[config.mk]
export PLATFORM = sky130hd
export DESIGN_NAME = scsi_controller_register_port
export DESIGN_NICKNAME = d
export VERILOG_FILES = /design/src/hw/scsi_regs_pkg.sv /design/src/hw/scsi_controller_register_port.sv
export SDC_FILE = /design/constraint.sdc
export NUM_CORES = 1
export LEC_CHECK = 0
export ABC_AREA = 1
export BUFFER_PORTS_ARGS = -buffer_cell sky130_fd_sc_hd__buf_2
export CAP_MARGIN = 40
export CORE_ASPECT_RATIO = 1.5
export CORE_MARGIN = 4
export CORE_UTILIZATION = 50
export DETAILED_ROUTE_END_ITERATION = 8
export PLACE_DENSITY = 0.7
export SLEW_MARGIN = 15
export SYNTH_ARGS = -nofsm -noshare
export SYNTH_HDL_FRONTEND = slang
export SYNTH_SLANG_ARGS = --single-unit
[constraint.sdc]
create_clock -name pclk -period 3.9 [get_ports pclk]
set_input_delay 0.195 -clock pclk [delete_from_list [all_inputs] [get_ports pclk]]
set_output_delay 0.195 -clock pclk [all_outputs]
set_load 0.02 [all_outputs]
[src/hw/scsi_regs_pkg.sv]
// Package with register map, field layout and reset values of the SCSI register port
// Notes on behaviour
// RL1 - Three count bytes form 24-bit DMA count
// RL2 - Sixteen nine-bit FIFO entries at one address
// RL3 - Command packet sits in FIFO after phase
// RL4 - Command register holds two pending commands
// RL5 - Bit 7 flags DMA, low seven code
// RL6 - Shared address picks register by direction
// RL7 - Status low bits show bus phase lines
// RL8 - Terminal count set when counter hits zero
// RL9 - Parity error set only with checking enabled
// RL10 - Gross error never raises an interrupt
// RL11 - Status bit 7 shows interrupt request
// RL12 - Software writes destination ID, low bits
// RL13 - Target selection sets flag by attention level
// RL14 - Reselection as initiator sets reselected flag
// RL15 - Target command end sets function complete
// RL16 - Bus service set while initiator asserts attention
// RL17 - Reserved or mode-group command sets illegal flag
// RL18 - Software writes selection timeout value
// RL19 - Step counter advances; offset-max bit reads clear
// RL20 - Five-bit period sets minimum handshake spacing
// RL21 - FIFO flags: count low, step high
// RL22 - Software writes A start offset last
package scsi_regs_pkg;

  // ****************************************
  // Register byte addresses
  // ****************************************
  localparam logic [15:0] XFER_COUNT_LOW_ADDR = 16'hF0A4;
  localparam logic [15:0] XFER_COUNT_MID_ADDR = 16'hF0A5;
  localparam logic [15:0] FIFO_PORT_ADDR = 16'hF0A6;
  localparam logic [15:0] COMMAND_QUEUE_ADDR = 16'hF0A7;
  localparam logic [15:0] BUS_STATUS_DEST_ID_ADDR = 16'hF0AC;
  localparam logic [15:0] IRQ_CAUSE_TIMEOUT_ADDR = 16'hF0AD;
  localparam logic [15:0] STEP_COUNT_SYNC_PERIOD_ADDR = 16'hF0AE;
  localparam logic [15:0] FIFO_LEVEL_SYNC_OFFSET_ADDR = 16'hF0AF;
  localparam logic [15:0] CONFIG_ONE_ADDR = 16'hF0B4;
  localparam logic [15:0] CONFIG_TWO_ADDR = 16'hF0B7;
  localparam logic [15:0] CONFIG_THREE_ADDR = 16'hF0BC;
  localparam logic [15:0] CONFIG_FOUR_ADDR = 16'hF0BD;
  localparam logic [15:0] XFER_COUNT_HIGH_ADDR = 16'hF0BE;

  // ****************************************
  // Fields
  // ****************************************
  localparam int DMA_FLAG_BIT = 7;
  localparam int PARITY_CHECK_BIT = 4;
  localparam int FIFO_DEPTH = 16;
  localparam int FIFO_WIDTH = 9;
  localparam int CMD_DEPTH = 2;

  // Command codes of the mode groups and reserved ranges
  localparam logic [6:0] CMD_GROUP_MASK = 7'h70;
  localparam logic [6:0] CMD_GROUP_MODE_INIT = 7'h10;
  localparam logic [6:0] CMD_GROUP_MODE_TARG = 7'h20;
  localparam logic [6:0] CMD_GROUP_MODE_IDLE = 7'h40;
  localparam logic [6:0] CMD_RESERVED_LOW = 7'h04;
  localparam logic [6:0] CMD_RESERVED_HIGH = 7'h0F;

  // ****************************************
  // Reset values
  // ****************************************
  localparam logic [7:0] CONFIG_RESET = 8'h00;
  localparam logic [23:0] COUNT_RESET = 24'h000000;
  localparam logic [7:0] TIMEOUT_RESET = 8'h00;

  typedef enum logic [1:0] {
    BUS_IDLE = 2'b00,
    BUS_WAIT = 2'b01,
    BUS_DONE = 2'b10
  } bus_state_t;

endpackage

[src/hw/scsi_controller_register_port.sv]
// SCSI controller register port behind an APB slave
`timescale 1ns/1ps
`default_nettype none
module scsi_controller_register_port #(
  parameter int FIFO_DEPTH = scsi_regs_pkg::FIFO_DEPTH
) (
  input wire logic pclk,
  input wire logic presetn,
  input wire logic psel,
  input wire logic penable,
  input wire logic pwrite,
  input wire logic [15:0] paddr,
  input wire logic [31:0] pwdata,
  output logic [31:0] prdata,
  output logic pready,
  output logic pslverr,
  // Bus phase lines, status events and link data
  input wire logic [2:0] bus_phase,
  input wire logic count_dec,
  input wire logic parity_error_event,
  input wire logic gross_error_event,
  input wire logic sel_event,
  input wire logic atn_level,
  input wire logic reselected_flag_event,
  input wire logic target_cmd_done,
  input wire logic step_advance,
  input wire logic step_clear,
  input wire logic sync_offset_at_max,
  input wire logic link_push,
  input wire logic [8:0] link_wdata,
  input wire logic link_pop,
  input wire logic cmd_take,
  output logic [8:0] link_rdata,
  output logic fifo_full,
  output logic fifo_empty,
  output logic cmd_valid,
  output logic dma_command_flag,
  output logic [6:0] cmd_code,
  output logic [23:0] xfer_count,
  output logic [2:0] destination_id,
  output logic [7:0] selection_timeout_value,
  output logic [4:0] sync_period_value,
  output logic [7:0] sync_offset_value,
  output logic irq
);

  localparam int PW = $clog2(FIFO_DEPTH);

  // ****************************************
  // State
  // ****************************************
  typedef struct packed {
    scsi_regs_pkg::bus_state_t bst;
    logic [31:0] rdata;
    logic err;
    logic [23:0] count;
    logic [FIFO_DEPTH-1:0][8:0] fifo;
    logic [PW-1:0] rp;
    logic [PW-1:0] wp;
    logic [PW:0] level;
    logic [1:0][7:0] cmdq;
    logic [1:0] cmd_n;
    logic tc;
    logic pe;
    logic ge;
    logic [7:0] cause;
    logic [2:0] step;
    logic [2:0] dest;
    logic [7:0] tmo;
    logic [4:0] period;
    logic [7:0] offs;
    logic [3:0][7:0] cfg;
    logic [8:0] link_rd;
    // Decoded copies kept in flops so every output leaves a register
    logic rdy;
    logic full;
    logic empty;
    logic cmdv;
    logic irq_f;
  } state_t;

  state_t s_q, s_d;

  logic wr_acc;
  logic rd_acc;
  logic fifo_wr_sw;
  logic fifo_rd_sw;
  logic push;
  logic pop;
  logic illegal_command_flag;
  logic [6:0] wcode;
  logic [7:0] stat;
  logic [7:0] rval;
  logic hit;

  always_comb begin
    s_d = s_q;
    wr_acc = psel && !penable && pwrite && s_q.bst == scsi_regs_pkg::BUS_IDLE;
    rd_acc = psel && !penable && !pwrite && s_q.bst == scsi_regs_pkg::BUS_IDLE;
    wcode = pwdata[6:0];
    fifo_wr_sw = wr_acc && paddr == scsi_regs_pkg::FIFO_PORT_ADDR;
    fifo_rd_sw = rd_acc && paddr == scsi_regs_pkg::FIFO_PORT_ADDR;
    // Software access has priority; a link access in the same cycle is dropped
    push = (fifo_wr_sw || (link_push && !fifo_rd_sw)) && s_q.level != FIFO_DEPTH[PW:0]; // RL2 RL3
    pop = (fifo_rd_sw || (link_pop && !fifo_wr_sw)) && s_q.level != '0; // RL2
    illegal_command_flag = (wcode >= scsi_regs_pkg::CMD_RESERVED_LOW && wcode <= scsi_regs_pkg::CMD_RESERVED_HIGH)
      || (wcode & scsi_regs_pkg::CMD_GROUP_MASK) == scsi_regs_pkg::CMD_GROUP_MODE_INIT
      || (wcode & scsi_regs_pkg::CMD_GROUP_MASK) == scsi_regs_pkg::CMD_GROUP_MODE_TARG
      || (wcode & scsi_regs_pkg::CMD_GROUP_MASK) == scsi_regs_pkg::CMD_GROUP_MODE_IDLE;
    // Gross error is left out of the interrupt term
    stat = {s_q.cause != 8'h00, s_q.ge, s_q.pe, s_q.tc, 1'b0, bus_phase}; // RL7 RL10 RL11
    hit = 1'b1;
    case (paddr)
      scsi_regs_pkg::XFER_COUNT_LOW_ADDR: rval = s_q.count[7:0];
      scsi_regs_pkg::XFER_COUNT_MID_ADDR: rval = s_q.count[15:8];
      scsi_regs_pkg::XFER_COUNT_HIGH_ADDR: rval = s_q.count[23:16];
      scsi_regs_pkg::FIFO_PORT_ADDR: rval = s_q.fifo[s_q.rp][7:0];
      scsi_regs_pkg::COMMAND_QUEUE_ADDR: rval = s_q.cmdq[0];
      scsi_regs_pkg::BUS_STATUS_DEST_ID_ADDR: rval = stat; // RL6
      scsi_regs_pkg::IRQ_CAUSE_TIMEOUT_ADDR: rval = s_q.cause; // RL6
      scsi_regs_pkg::STEP_COUNT_SYNC_PERIOD_ADDR: rval = {4'h0, sync_offset_at_max ? 1'b0 : 1'b1, s_q.step}; // RL19
      scsi_regs_pkg::FIFO_LEVEL_SYNC_OFFSET_ADDR: rval = {s_q.step, 5'(s_q.level)}; // RL21
      scsi_regs_pkg::CONFIG_ONE_ADDR: rval = s_q.cfg[0];
      scsi_regs_pkg::CONFIG_TWO_ADDR: rval = s_q.cfg[1];
      scsi_regs_pkg::CONFIG_THREE_ADDR: rval = s_q.cfg[2];
      scsi_regs_pkg::CONFIG_FOUR_ADDR: rval = s_q.cfg[3];
      default: begin
        rval = 8'h00;
        hit = 1'b0;
      end
    endcase

    // ****************************************
    // APB slave: answer one cycle after setup
    // ****************************************
    case (s_q.bst)
      scsi_regs_pkg::BUS_IDLE: begin
        if (psel && !penable) begin
          s_d.bst = scsi_regs_pkg::BUS_DONE;
          s_d.rdata = {24'h000000, pwrite ? 8'h00 : rval};
          s_d.err = !hit;
        end
      end
      scsi_regs_pkg::BUS_DONE: begin
        s_d.bst = scsi_regs_pkg::BUS_IDLE;
        s_d.rdata = 32'h00000000;
        s_d.err = 1'b0;
      end
      default: s_d.bst = scsi_regs_pkg::BUS_IDLE;
    endcase

    // ****************************************
    // Transfer counter
    // ****************************************
    if (count_dec && s_q.count != '0) begin
      s_d.count = s_q.count - 24'd1;
      if (s_q.count == 24'd1) begin
        s_d.tc = 1'b1; // RL8
      end
    end
    if (wr_acc) begin
      case (paddr)
        scsi_regs_pkg::XFER_COUNT_LOW_ADDR: s_d.count[7:0] = pwdata[7:0]; // RL1
        scsi_regs_pkg::XFER_COUNT_MID_ADDR: s_d.count[15:8] = pwdata[7:0]; // RL1
        scsi_regs_pkg::XFER_COUNT_HIGH_ADDR: s_d.count[23:16] = pwdata[7:0]; // RL1
        scsi_regs_pkg::BUS_STATUS_DEST_ID_ADDR: s_d.dest = pwdata[2:0]; // RL6 RL12
        scsi_regs_pkg::IRQ_CAUSE_TIMEOUT_ADDR: s_d.tmo = pwdata[7:0]; // RL6 RL18
        scsi_regs_pkg::STEP_COUNT_SYNC_PERIOD_ADDR: s_d.period = pwdata[4:0]; // RL20
        scsi_regs_pkg::FIFO_LEVEL_SYNC_OFFSET_ADDR: s_d.offs = pwdata[7:0];
        scsi_regs_pkg::CONFIG_ONE_ADDR: s_d.cfg[0] = pwdata[7:0];
        scsi_regs_pkg::CONFIG_TWO_ADDR: s_d.cfg[1] = pwdata[7:0];
        scsi_regs_pkg::CONFIG_THREE_ADDR: s_d.cfg[2] = pwdata[7:0];
        scsi_regs_pkg::CONFIG_FOUR_ADDR: s_d.cfg[3] = pwdata[7:0];
        default: ;
      endcase
    end

    // ****************************************
    // FIFO, nine bits per entry
    // ****************************************
    if (push) begin
      s_d.fifo[s_q.wp] = fifo_wr_sw ? {1'b0, pwdata[7:0]} : link_wdata;
      s_d.wp = s_q.wp + 1'b1;
    end
    if (pop) begin
      s_d.link_rd = s_q.fifo[s_q.rp];
      s_d.rp = s_q.rp + 1'b1;
    end
    s_d.level = s_q.level + (PW+1)'(push) - (PW+1)'(pop);

    // ****************************************
    // Two-deep command queue
    // ****************************************
    if (cmd_take && s_q.cmd_n != 2'd0) begin
      s_d.cmdq[0] = s_q.cmdq[1]; // RL4
      s_d.cmd_n = s_q.cmd_n - 2'd1;
    end
    if (wr_acc && paddr == scsi_regs_pkg::COMMAND_QUEUE_ADDR) begin
      if (illegal_command_flag) begin
        s_d.cause[6] = 1'b1; // RL17
      end else if (s_d.cmd_n != 2'd2) begin
        s_d.cmdq[s_d.cmd_n[0]] = pwdata[7:0]; // RL4 RL5
        s_d.cmd_n = s_d.cmd_n + 2'd1;
      end
    end

    // ****************************************
    // Sequence step
    // ****************************************
    // Step events beat a clear-on-read in the same cycle
    if (step_clear) begin
      s_d.step = 3'd0;
    end else if (step_advance) begin
      s_d.step = s_q.step + 3'd1; // RL19
    end else if (rd_acc && paddr == scsi_regs_pkg::IRQ_CAUSE_TIMEOUT_ADDR) begin
      s_d.step = 3'd0;
    end

    // ****************************************
    // Status and causes: reading clears, events win
    // ****************************************
    if (rd_acc && paddr == scsi_regs_pkg::IRQ_CAUSE_TIMEOUT_ADDR) begin
      s_d.cause = 8'h00;
      s_d.tc = 1'b0;
      s_d.pe = 1'b0;
      s_d.ge = 1'b0;
    end
    if (count_dec && s_q.count == 24'd1) s_d.tc = 1'b1; // RL8
    if (parity_error_event && s_q.cfg[0][scsi_regs_pkg::PARITY_CHECK_BIT]) s_d.pe = 1'b1; // RL9
    if (gross_error_event) s_d.ge = 1'b1; // RL10
    if (sel_event && !atn_level) s_d.cause[0] = 1'b1; // RL13
    if (sel_event && atn_level) s_d.cause[1] = 1'b1; // RL13
    if (reselected_flag_event) s_d.cause[2] = 1'b1; // RL14
    if (target_cmd_done) s_d.cause[3] = 1'b1; // RL15
    if (atn_level) s_d.cause[4] = 1'b1; // RL16
    if (wr_acc && paddr == scsi_regs_pkg::COMMAND_QUEUE_ADDR && illegal_command_flag) s_d.cause[6] = 1'b1; // RL17
    s_d.rdy = s_d.bst == scsi_regs_pkg::BUS_DONE;
    s_d.full = s_d.level == FIFO_DEPTH[PW:0];
    s_d.empty = s_d.level == '0;
    s_d.cmdv = s_d.cmd_n != 2'd0;
    s_d.irq_f = s_d.cause != 8'h00; // RL11
  end

  always_ff @(posedge pclk or negedge presetn) begin
    if (!presetn) begin
      s_q <= '0;
      s_q.empty <= 1'b1;
    end else begin
      s_q <= s_d;
    end
  end

  // ****************************************
  // Outputs straight from state flops
  // ****************************************
  assign prdata = s_q.rdata;
  assign pready = s_q.rdy;
  assign pslverr = s_q.err;
  assign link_rdata = s_q.link_rd;
  assign fifo_full = s_q.full;
  assign fifo_empty = s_q.empty;
  assign cmd_valid = s_q.cmdv;
  assign dma_command_flag = s_q.cmdq[0][scsi_regs_pkg::DMA_FLAG_BIT]; // RL5
  assign cmd_code = s_q.cmdq[0][6:0];
  assign xfer_count = s_q.count;
  assign destination_id = s_q.dest;
  assign selection_timeout_value = s_q.tmo;
  assign sync_period_value = s_q.period;
  assign sync_offset_value = s_q.offs;
  assign irq = s_q.irq_f; // RL11

endmodule
`default_nettype wire

== Word-level counts from Yosys, hierarchy flattened ==
Cells that the tools add are included.

* Add/sub/neg operators: 8
* $lt $le $gt $ge: 7
* Equal/unequal tests: 23
* Muxes and demuxes: 42
* Bitwise logic cells: 1
* Reductions and logical operators: 60

{| class="wikitable"
|+ Operators by type and width
! kind !! number
|-
| $eq 16x16->1 const B || 13
|-
| $bwmux 144 || 1
|-
| $pmux 8 s13 || 1
|-
| $pmux 33 s2 || 1
|-
| $mux 24 || 2
|-
| $mux 10 || 4
|-
| $mux 8 || 5
|-
| $bmux 9 s4 || 1
|-
| $demux 9 s4 || 1
|-
| $mux 35 || 1
|-
| $mux 9 || 3
|-
| $eq 24x1->1 const B || 1
|-
| $reduce_bool 24->1 || 1
|-
| $sub 24x1->24 const B || 1
|-
| $logic_and 1x1->1 || 23
|-
| $reduce_and 2->1 || 10
|-
| $bwmux 16 || 1
|-
| $reduce_bool 8->1 || 2
|-
| $mux 1 || 15
|-
| $reduce_or 13->1 || 1
|-
| $mux 11 || 1
|-
| $lt 4x5->1 const B || 2
|-
| $reduce_bool 2->1 || 5
|-
| $mux 3 || 3
|-
| 28 further kinds || 42
|}

* Register bits: 318
* Input bits: 78

== Depth between registers and ports, before layout ==
Gate-level depths: netlist of run 1.

* Word-level depth: 12
* Depth in mapped cells: 21
* Gate-level depth less buffers: 19

== Least setup slack after synthesis of run 1 ==
OpenSTA, ideal clock, no wires.

* Path type: reg-to-reg
* Start point: reg s_q[317] (netlist bit)
* End point: reg s_q (netlist bit fifo_empty)
* Library setup time: 67 ps
* Arrival time: 3,054 ps
* Required time: 3,833 ps
* Slack: 779 ps
* Stages on the path, launching flop included: 21
* Buffers on the path: 2
* Period minus slack after synthesis: 3,121 ps
* Cell sequence: dfrtp_1 -> or2_4 -> nor2_4 -> nand2_2 -> clkinv_2 -> nand4_4 -> buf_6 -> nand2_1 -> nand2_1 -> nand2_2 -> inv_1 -> buf_2 -> ha_1 -> inv_1 -> ha_1 -> fa_1 -> a21oi_1 -> o21bai_1 -> xnor2_1 -> inv_1 -> nor2_1

{| class="wikitable"
|+ RTL lines
! element !! line !! source
|-
| start: declaration || scsi_controller_register_port.sv:82 || <nowiki>state_t s_q, s_d;</nowiki>
|}

==> results of run 1 <==
[cell families after synthesis]
logic type | Yosys count | synth area share [%]
multiplexers | 8 | 0.551
other | 1 | 0.0229
XOR/XNOR | 28 | 1.50
flip-flops | 294 | 45.0
AO/OA/AOI/OAI | 314 | 11.6
buffers and inverters | 353 | 11.4
adder cells (fa/ha/maj) | 19 | 1.50
AND/OR/NAND/NOR | 1080 | 28.5
[synthesized netlist by cell type (all sizes together) (2+ instances only)]
cell,count,share of area [%]
o21bai,2,0.092
dfrtp,293,45
nand2,670,15
mux2,8,0.55
nor2,187,4.4
clkinv,4,0.099
ha,18,1.4
nor3,6,0.21
buf,151,6.8
xor2,9,0.48
a32o,2,0.12
a21oi,24,0.73
or2,2,0.092
o21ai,273,10
clkbuf,50,1.1
nand4,100,3.9
xnor2,19,1.0
nand3,113,4.3
inv,148,3.4
o211ai,3,0.14
[sequential cells by signal, indices dropped and copies added, names as in the netlist]
name                     cells
sync_offset_value            8
selection_timeout_value      8
irq                          1
fifo_empty                   1
pready                       1
prdata                       8
sync_period_value            5
s_q                        215
cmd_valid                    1
xfer_count                  24
pslverr                      1
cmd_code                     7
dma_command_flag             1
link_rdata                   9
destination_id               3
fifo_full                    1
[worst min-delay path by stage]
| stage | from | end | slack [ns] |
|---|---|---|---|
| 2_1_floorplan | presetn | cmd_code[0] | -0.10 |
| 3_3_place_gp | presetn | s_q[155] | 0.33 |
| 3_5_place_dp | presetn | s_q[153] | 0.32 |
| 4_1_cts | link_wdata[3] | s_q[199] | 0.08 |
| 5_1_grt | link_wdata[3] | s_q[190] | 0.13 |
| 6_report | link_wdata[3] | s_q[190] | 0.11 |
[power breakdown]
part | internal (mW) | total [mW] | switching (mW)
combinational | 1.56 | 4.51 | 2.94
clock | 1.79 | 3.04 | 1.25
sequential | 3.96 | 4.70 | 0.742
total | 7.32 | 12.2 | 4.93
[metal layers]
| layer | vias up | routed length, um |
|---|---|---|
| li1 | 6769 | - |
| met1 | 6692 | 17600 |
| met2 | 521 | 24400 |
| met3 | 155 | 2450 |
| met4 | 0 | 3090 |
| met5 | - | 0 |
[critical path, cell delays in order]
cell and delay (ns):
dlygate4sd3_1 0.52, buf_2 0.09, nand2_1 0.06, dlygate4sd3_1 0.61, nor2_4 0.16, nand2_2 0.13, clkinv_2 0.10, nand4_4 0.13
nand2_1 0.09, nand2_1 0.06, nand2_2 0.06, inv_1 0.22, ha_1 0.38, inv_1 0.04, ha_1 0.20, fa_1 0.40
a21oi_1 0.16, o21bai_1 0.09, xnor2_1 0.17, inv_1 0.08, nor2_1 0.10
[what timing repair did]
item | CTS | global route
hold buffers | 22 | 0
setup buffers | 0 | 2
endpoints found under the hold margin | 135 | 0
endpoints found under the setup margin | 0 | 3
[through the flow]
stage               hold WS, ns  setup WS [ns]  instance area (sq um)  total power, mW
floorplan                -0.101          0.779                  16500             7.95
global placement          0.330          0.506                  16600             8.99
detailed placement        0.324          0.448                  16600             9.15
CTS                      0.0789          0.141                  17900             12.2
global route              0.128         0.0783                  18000             13.1
finish                    0.108          0.343                  18000             12.2
[area by class of cell]
cell class / count / area, sq um / share of cell area (%)
multi-input combinational: 1474 / 7240 / 40.3
timing repair buffer: 191 / 1270 / 7.07
tap: 410 / 513 / 2.85
clock buffer: 35 / 798 / 4.44
sequential: 294 / 7360 / 40.9
inverter: 152 / 572 / 3.18
clock inverter: 18 / 235 / 1.31
==> flow_summary.yaml, run 1 <==
routing:
  drc: 0
  num_vias: 14100
  dr.pass1.iters: 6
  wire_per_inst_um: 18.5
  ant_nets: 0
  via_per_inst: 5.49
  finalWirelength_um: 47600
  drt_iter0_markers: 1173
die:
  io_pins: 181
  core_area_sq_mm: 0.0320
  num_rows: 80
  dieWidth_um: 156
  design.die.area_sq_mm: 0.0357
  die_h_um: 230
  start_util_pct: 51.1
final_layout:
  postLayoutCoreUtil_pct: 56.2
  stdcell_count: 2574
  final_common_cell: "nand2_1"
  syn_to_final_growth_pct: 9.98
  fin_nets: 2239
  layout_common_cells: "nand2_1 (666), dfrtp_1 (292), o21ai_0 (183)"
  n_antenna_cell: 0
  fillers: 3021
  drive_gt1_share_pct: 15.6
yosys:
  syn_avg_cell_area_sq_um: 7.80
  syn_area_sq_mm: 0.0164
  synth-edff-count: 0
  synth-main-ff-cell: "dfrtp_1"
  ys_seq_area_share_pct: 45.0
  yosysUniqueCellTypes: 52
  synth-seq-cells: 294
  async_flop_share_pct: 100
  ys_warn_count: 0
  synth_cells: 2097
setup_path:
  r2r_end: "fifo_empty"
  endpoint: "fifo_empty"
  cp-end-kind: "register"
  critPathKind: "in2reg"
  r2r_cells: 18
  crit_path_start_kind: "input port"
  r2r_setup_slack_ns: 0.64
  cp-startpoint: "psel"
  cp.arrival_ns: 4.05
  critPathMaxFanout: 14
  timing.rr.start: "s_q[317]"
  cp.required_ns: 4.40
grt:
  gr-usage-met3_pct: 2.70
  use_met1_pct: 31.5
  grt_pass1_wl_um: 75300
  busiest_layer: "met2"
  first_global_vias: 13700
  grt_use_met2_pct: 46.0
  grt_max_degree: 107
  antenna_found_initial: 0
  grt-ovfl-total: 0
  gr-usage-all-layers_pct: 26.5
clock_network:
  clk_latency_ns: 0.57
  clock-sinks: 294
  clk_path_buf_depth: 3
  cts_buffers: 29
  cts_resized: 0
  cts-root-buf: "clkbuf_16"
  cts_tree: "done"
  h-tree-depth: 1
  clk_pin_slew_ns: 0.06
timing:
  slew_violations: 0
  min_period_over_period_pct: 91.2
  finalSetupViolCount: 0
  rsz0062_at_grt: "false"
  fmax_ghz: 0.281
  tightest_slew_ns: 0.883
  relSlewSlack_pct: 41.1
  fin_worst_skew_ns: 0.0128
  hold_violations: 0
  min_period_ns: 3.56
  finalSetupTns_ns: 0
placed_design:
  place_congestion: 0.939
  place_hpwl_um: 33300
  io_buffers: 132
  dpl.cell_count: 2493
flow_run:
  maxCapViolations: 0
power:
  p_leak_nw: 9.16
  power.density_mw_per_mm2: 681
  vdd_ir_drop_max_mv: 0.358
status:
  status: "finished clean"
worst_hold_path:
  hold_depth: 5
  hp-class: "in2reg"
No activity file was read; power rests on OpenSTA's default activity.
==> run 2: changes to the inputs <==
--- a/config.mk
+++ b/config.mk
@@ -9,10 +9,10 @@
 export BUFFER_PORTS_ARGS = -buffer_cell sky130_fd_sc_hd__buf_2
 export CAP_MARGIN = 40
 export CORE_ASPECT_RATIO = 1.5
-export CORE_MARGIN = 4
+export CORE_MARGIN = 10
 export CORE_UTILIZATION = 50
 export DETAILED_ROUTE_END_ITERATION = 8
-export PLACE_DENSITY = 0.7
+export PLACE_DENSITY_LB_ADDON = 0.3
 export SLEW_MARGIN = 15
 export SYNTH_ARGS = -nofsm -noshare
 export SYNTH_HDL_FRONTEND = slang
==> flow_summary.yaml, run 2 (synthesis results as in run 1) <==
setup_path:
  cp.required_ns: 4.40
  r2r_cells: 17
  cp.arrival_ns: 4.11
  critPathMaxFanout: 18
  r2r_end: "fifo_empty"
  critPathKind: "in2reg"
  cp-end-kind: "register"
  crit_path_start_kind: "input port"
  timing.rr.start: "s_q[317]"
  r2r_setup_slack_ns: 0.66
timing:
  fmax_ghz: 0.278
  min_period_ns: 3.60
  tightest_slew_ns: 0.894
  rsz0062_at_grt: "false"
  hold_violations: 0
  fin_worst_skew_ns: 0.0248
  slew_violations: 0
  min_period_over_period_pct: 92.4
  finalSetupViolCount: 0
  finalSetupTns_ns: 0
  relSlewSlack_pct: 40.4
die:
  io_pins: 181
  core_area_sq_mm: 0.0324
  num_rows: 81
  die_h_um: 242
  start_util_pct: 50.4
  dieWidth_um: 168
  design.die.area_sq_mm: 0.0405
routing:
  ant_nets: 0
  via_per_inst: 5.45
  dr.pass1.iters: 5
  num_vias: 14000
  finalWirelength_um: 48700
  drc: 0
  wire_per_inst_um: 18.9
  drt_iter0_markers: 1282
final_layout:
  drive_gt1_share_pct: 15.2
  layout_common_cells: "nand2_1 (666), dfrtp_1 (292), o21ai_0 (183)"
  largest_register_ffs: 215
  final_common_cell: "nand2_1"
  largest_register: "s_q"
  postLayoutCoreUtil_pct: 55.1
  fin_nets: 2231
  fillers: 3086
  syn_to_final_growth_pct: 9.15
  n_antenna_cell: 0
placed_design:
  place_hpwl_um: 34300
  place_congestion: 0.923
  io_buffers: 132
grt:
  antenna_found_initial: 1
  grt_pass1_wl_um: 77100
  first_global_vias: 13900
  grt-ovfl-total: 0
  gr-usage-all-layers_pct: 23.4
  grt_max_degree: 108
power:
  power.density_mw_per_mm2: 677
  p_leak_nw: 9.09
  vdd_ir_drop_max_mv: 0.437
  total_power_mw: 12.1
worst_hold_path:
  min_from: "step_clear"
  hp-class: "in2reg"
  hold_depth: 3
  min_to: "s_q[72]"
clock_network:
  clk_pin_slew_ns: 0.06
  clk_path_buf_depth: 3
  cts-root-buf: "clkbuf_16"
  cts_tree: "done"
  h-tree-depth: 1
  clock-sinks: 294
  clk_latency_ns: 0.57
  cts_buffers: 28
flow_run:
  maxCapViolations: 0
status:
  status: "finished clean"
## run 2: cell types whose count changed in the layout (fill, tap and decap cells not counted), moves of 2 or more
| cell | before | now |
|---|---|---|
| buf_4 | 29 | 24 |
| clkbuf_1 | 1 | 6 |
| bufinv_16 | 5 | 3 |
| clkbuf_16 | 31 | 29 |
| clkinvlp_4 | 4 | 2 |
## run 2: power breakdown
part | internal (mW) | total [mW] | switching [mW]
clock network | 1.67 | 2.89 | 1.22
registers | 3.96 | 4.71 | 0.755
logic | 1.56 | 4.48 | 2.92
## run 2: worst max path at each step
| stage | startpoint | end | slack [ns] | cells after the start |
|---|---|---|---|---|
| global route | penable | fifo_empty | 0.03 | 21 |
| CTS | penable | fifo_empty | 0.20 | 22 |
| finish | penable | fifo_empty | 0.30 | 21 |
| detailed placement | s_q[317] | fifo_empty | 0.58 | 18 |
| floorplan | s_q[317] | fifo_empty | 0.78 | 20 |
| global placement | s_q[317] | fifo_empty | 0.59 | 18 |
## run 2: what timing repair did
| action | in CTS | in global routing |
|---|---|---|
| hold endpoints to repair | 129 | 0 |
| setup buffers | 0 | 1 |
| setup endpoints to repair | 0 | 3 |
| hold buffers | 21 | 0 |
| resized for setup | 0 | 2 |
## run 2: final cells by class
class | count | area, sq um | share of cell area [%]
Clock inverter | 11 | 133 | 0.743
Multi-Input combinational cell | 1474 | 7240 | 40.6
Sequential cell | 294 | 7360 | 41.2
Timing Repair Buffer | 184 | 1200 | 6.70
Clock buffer | 41 | 831 | 4.65
Tap cell | 415 | 519 | 2.91
Inverter | 152 | 577 | 3.23
## run 2: worst max-delay path: stages
cell and delay [ns]:
dlygate4sd3_1 0.53, buf_2 0.12, inv_1 0.04, nand2_1 0.05
dlygate4sd3_1 0.61, nor2_4 0.16, nand2_2 0.12, inv_4 0.19
nand4_4 0.12, buf_4 0.23, nand2_4 0.09, nand2_2 0.10
ha_1 0.29, inv_1 0.04, ha_1 0.19, fa_1 0.41
a21oi_1 0.16, o21bai_1 0.09, xnor2_1 0.18, inv_1 0.08
nor2_1 0.10
## run 2: routing by layer
layer	wire, um	global-route usage, %	share of wire, %	vias up
met5	0	0	0	-
met4	3080	13.7	6.3	0
met3	2680	3.21	5.5	139
met2	24700	40.9	51	518
met1	18200	26.6	37	6609
li1	-	-	-	6745
## run 2: metrics by stage
stage | setup slack [ns] | cell area [sq um] | instances | hold slack [ns]
after global placement | 0.591 | 16600 | 2492 | 0.310
after CTS | 0.204 | 17800 | 2569 | 0.00408
after global routing | 0.0329 | 17900 | 2571 | 0.0363
after detailed placement | 0.577 | 16700 | 2496 | 0.315
final | 0.297 | 17900 | 2571 | 0.0253
after floorplan | 0.779 | 16500 | 2121 | -0.101
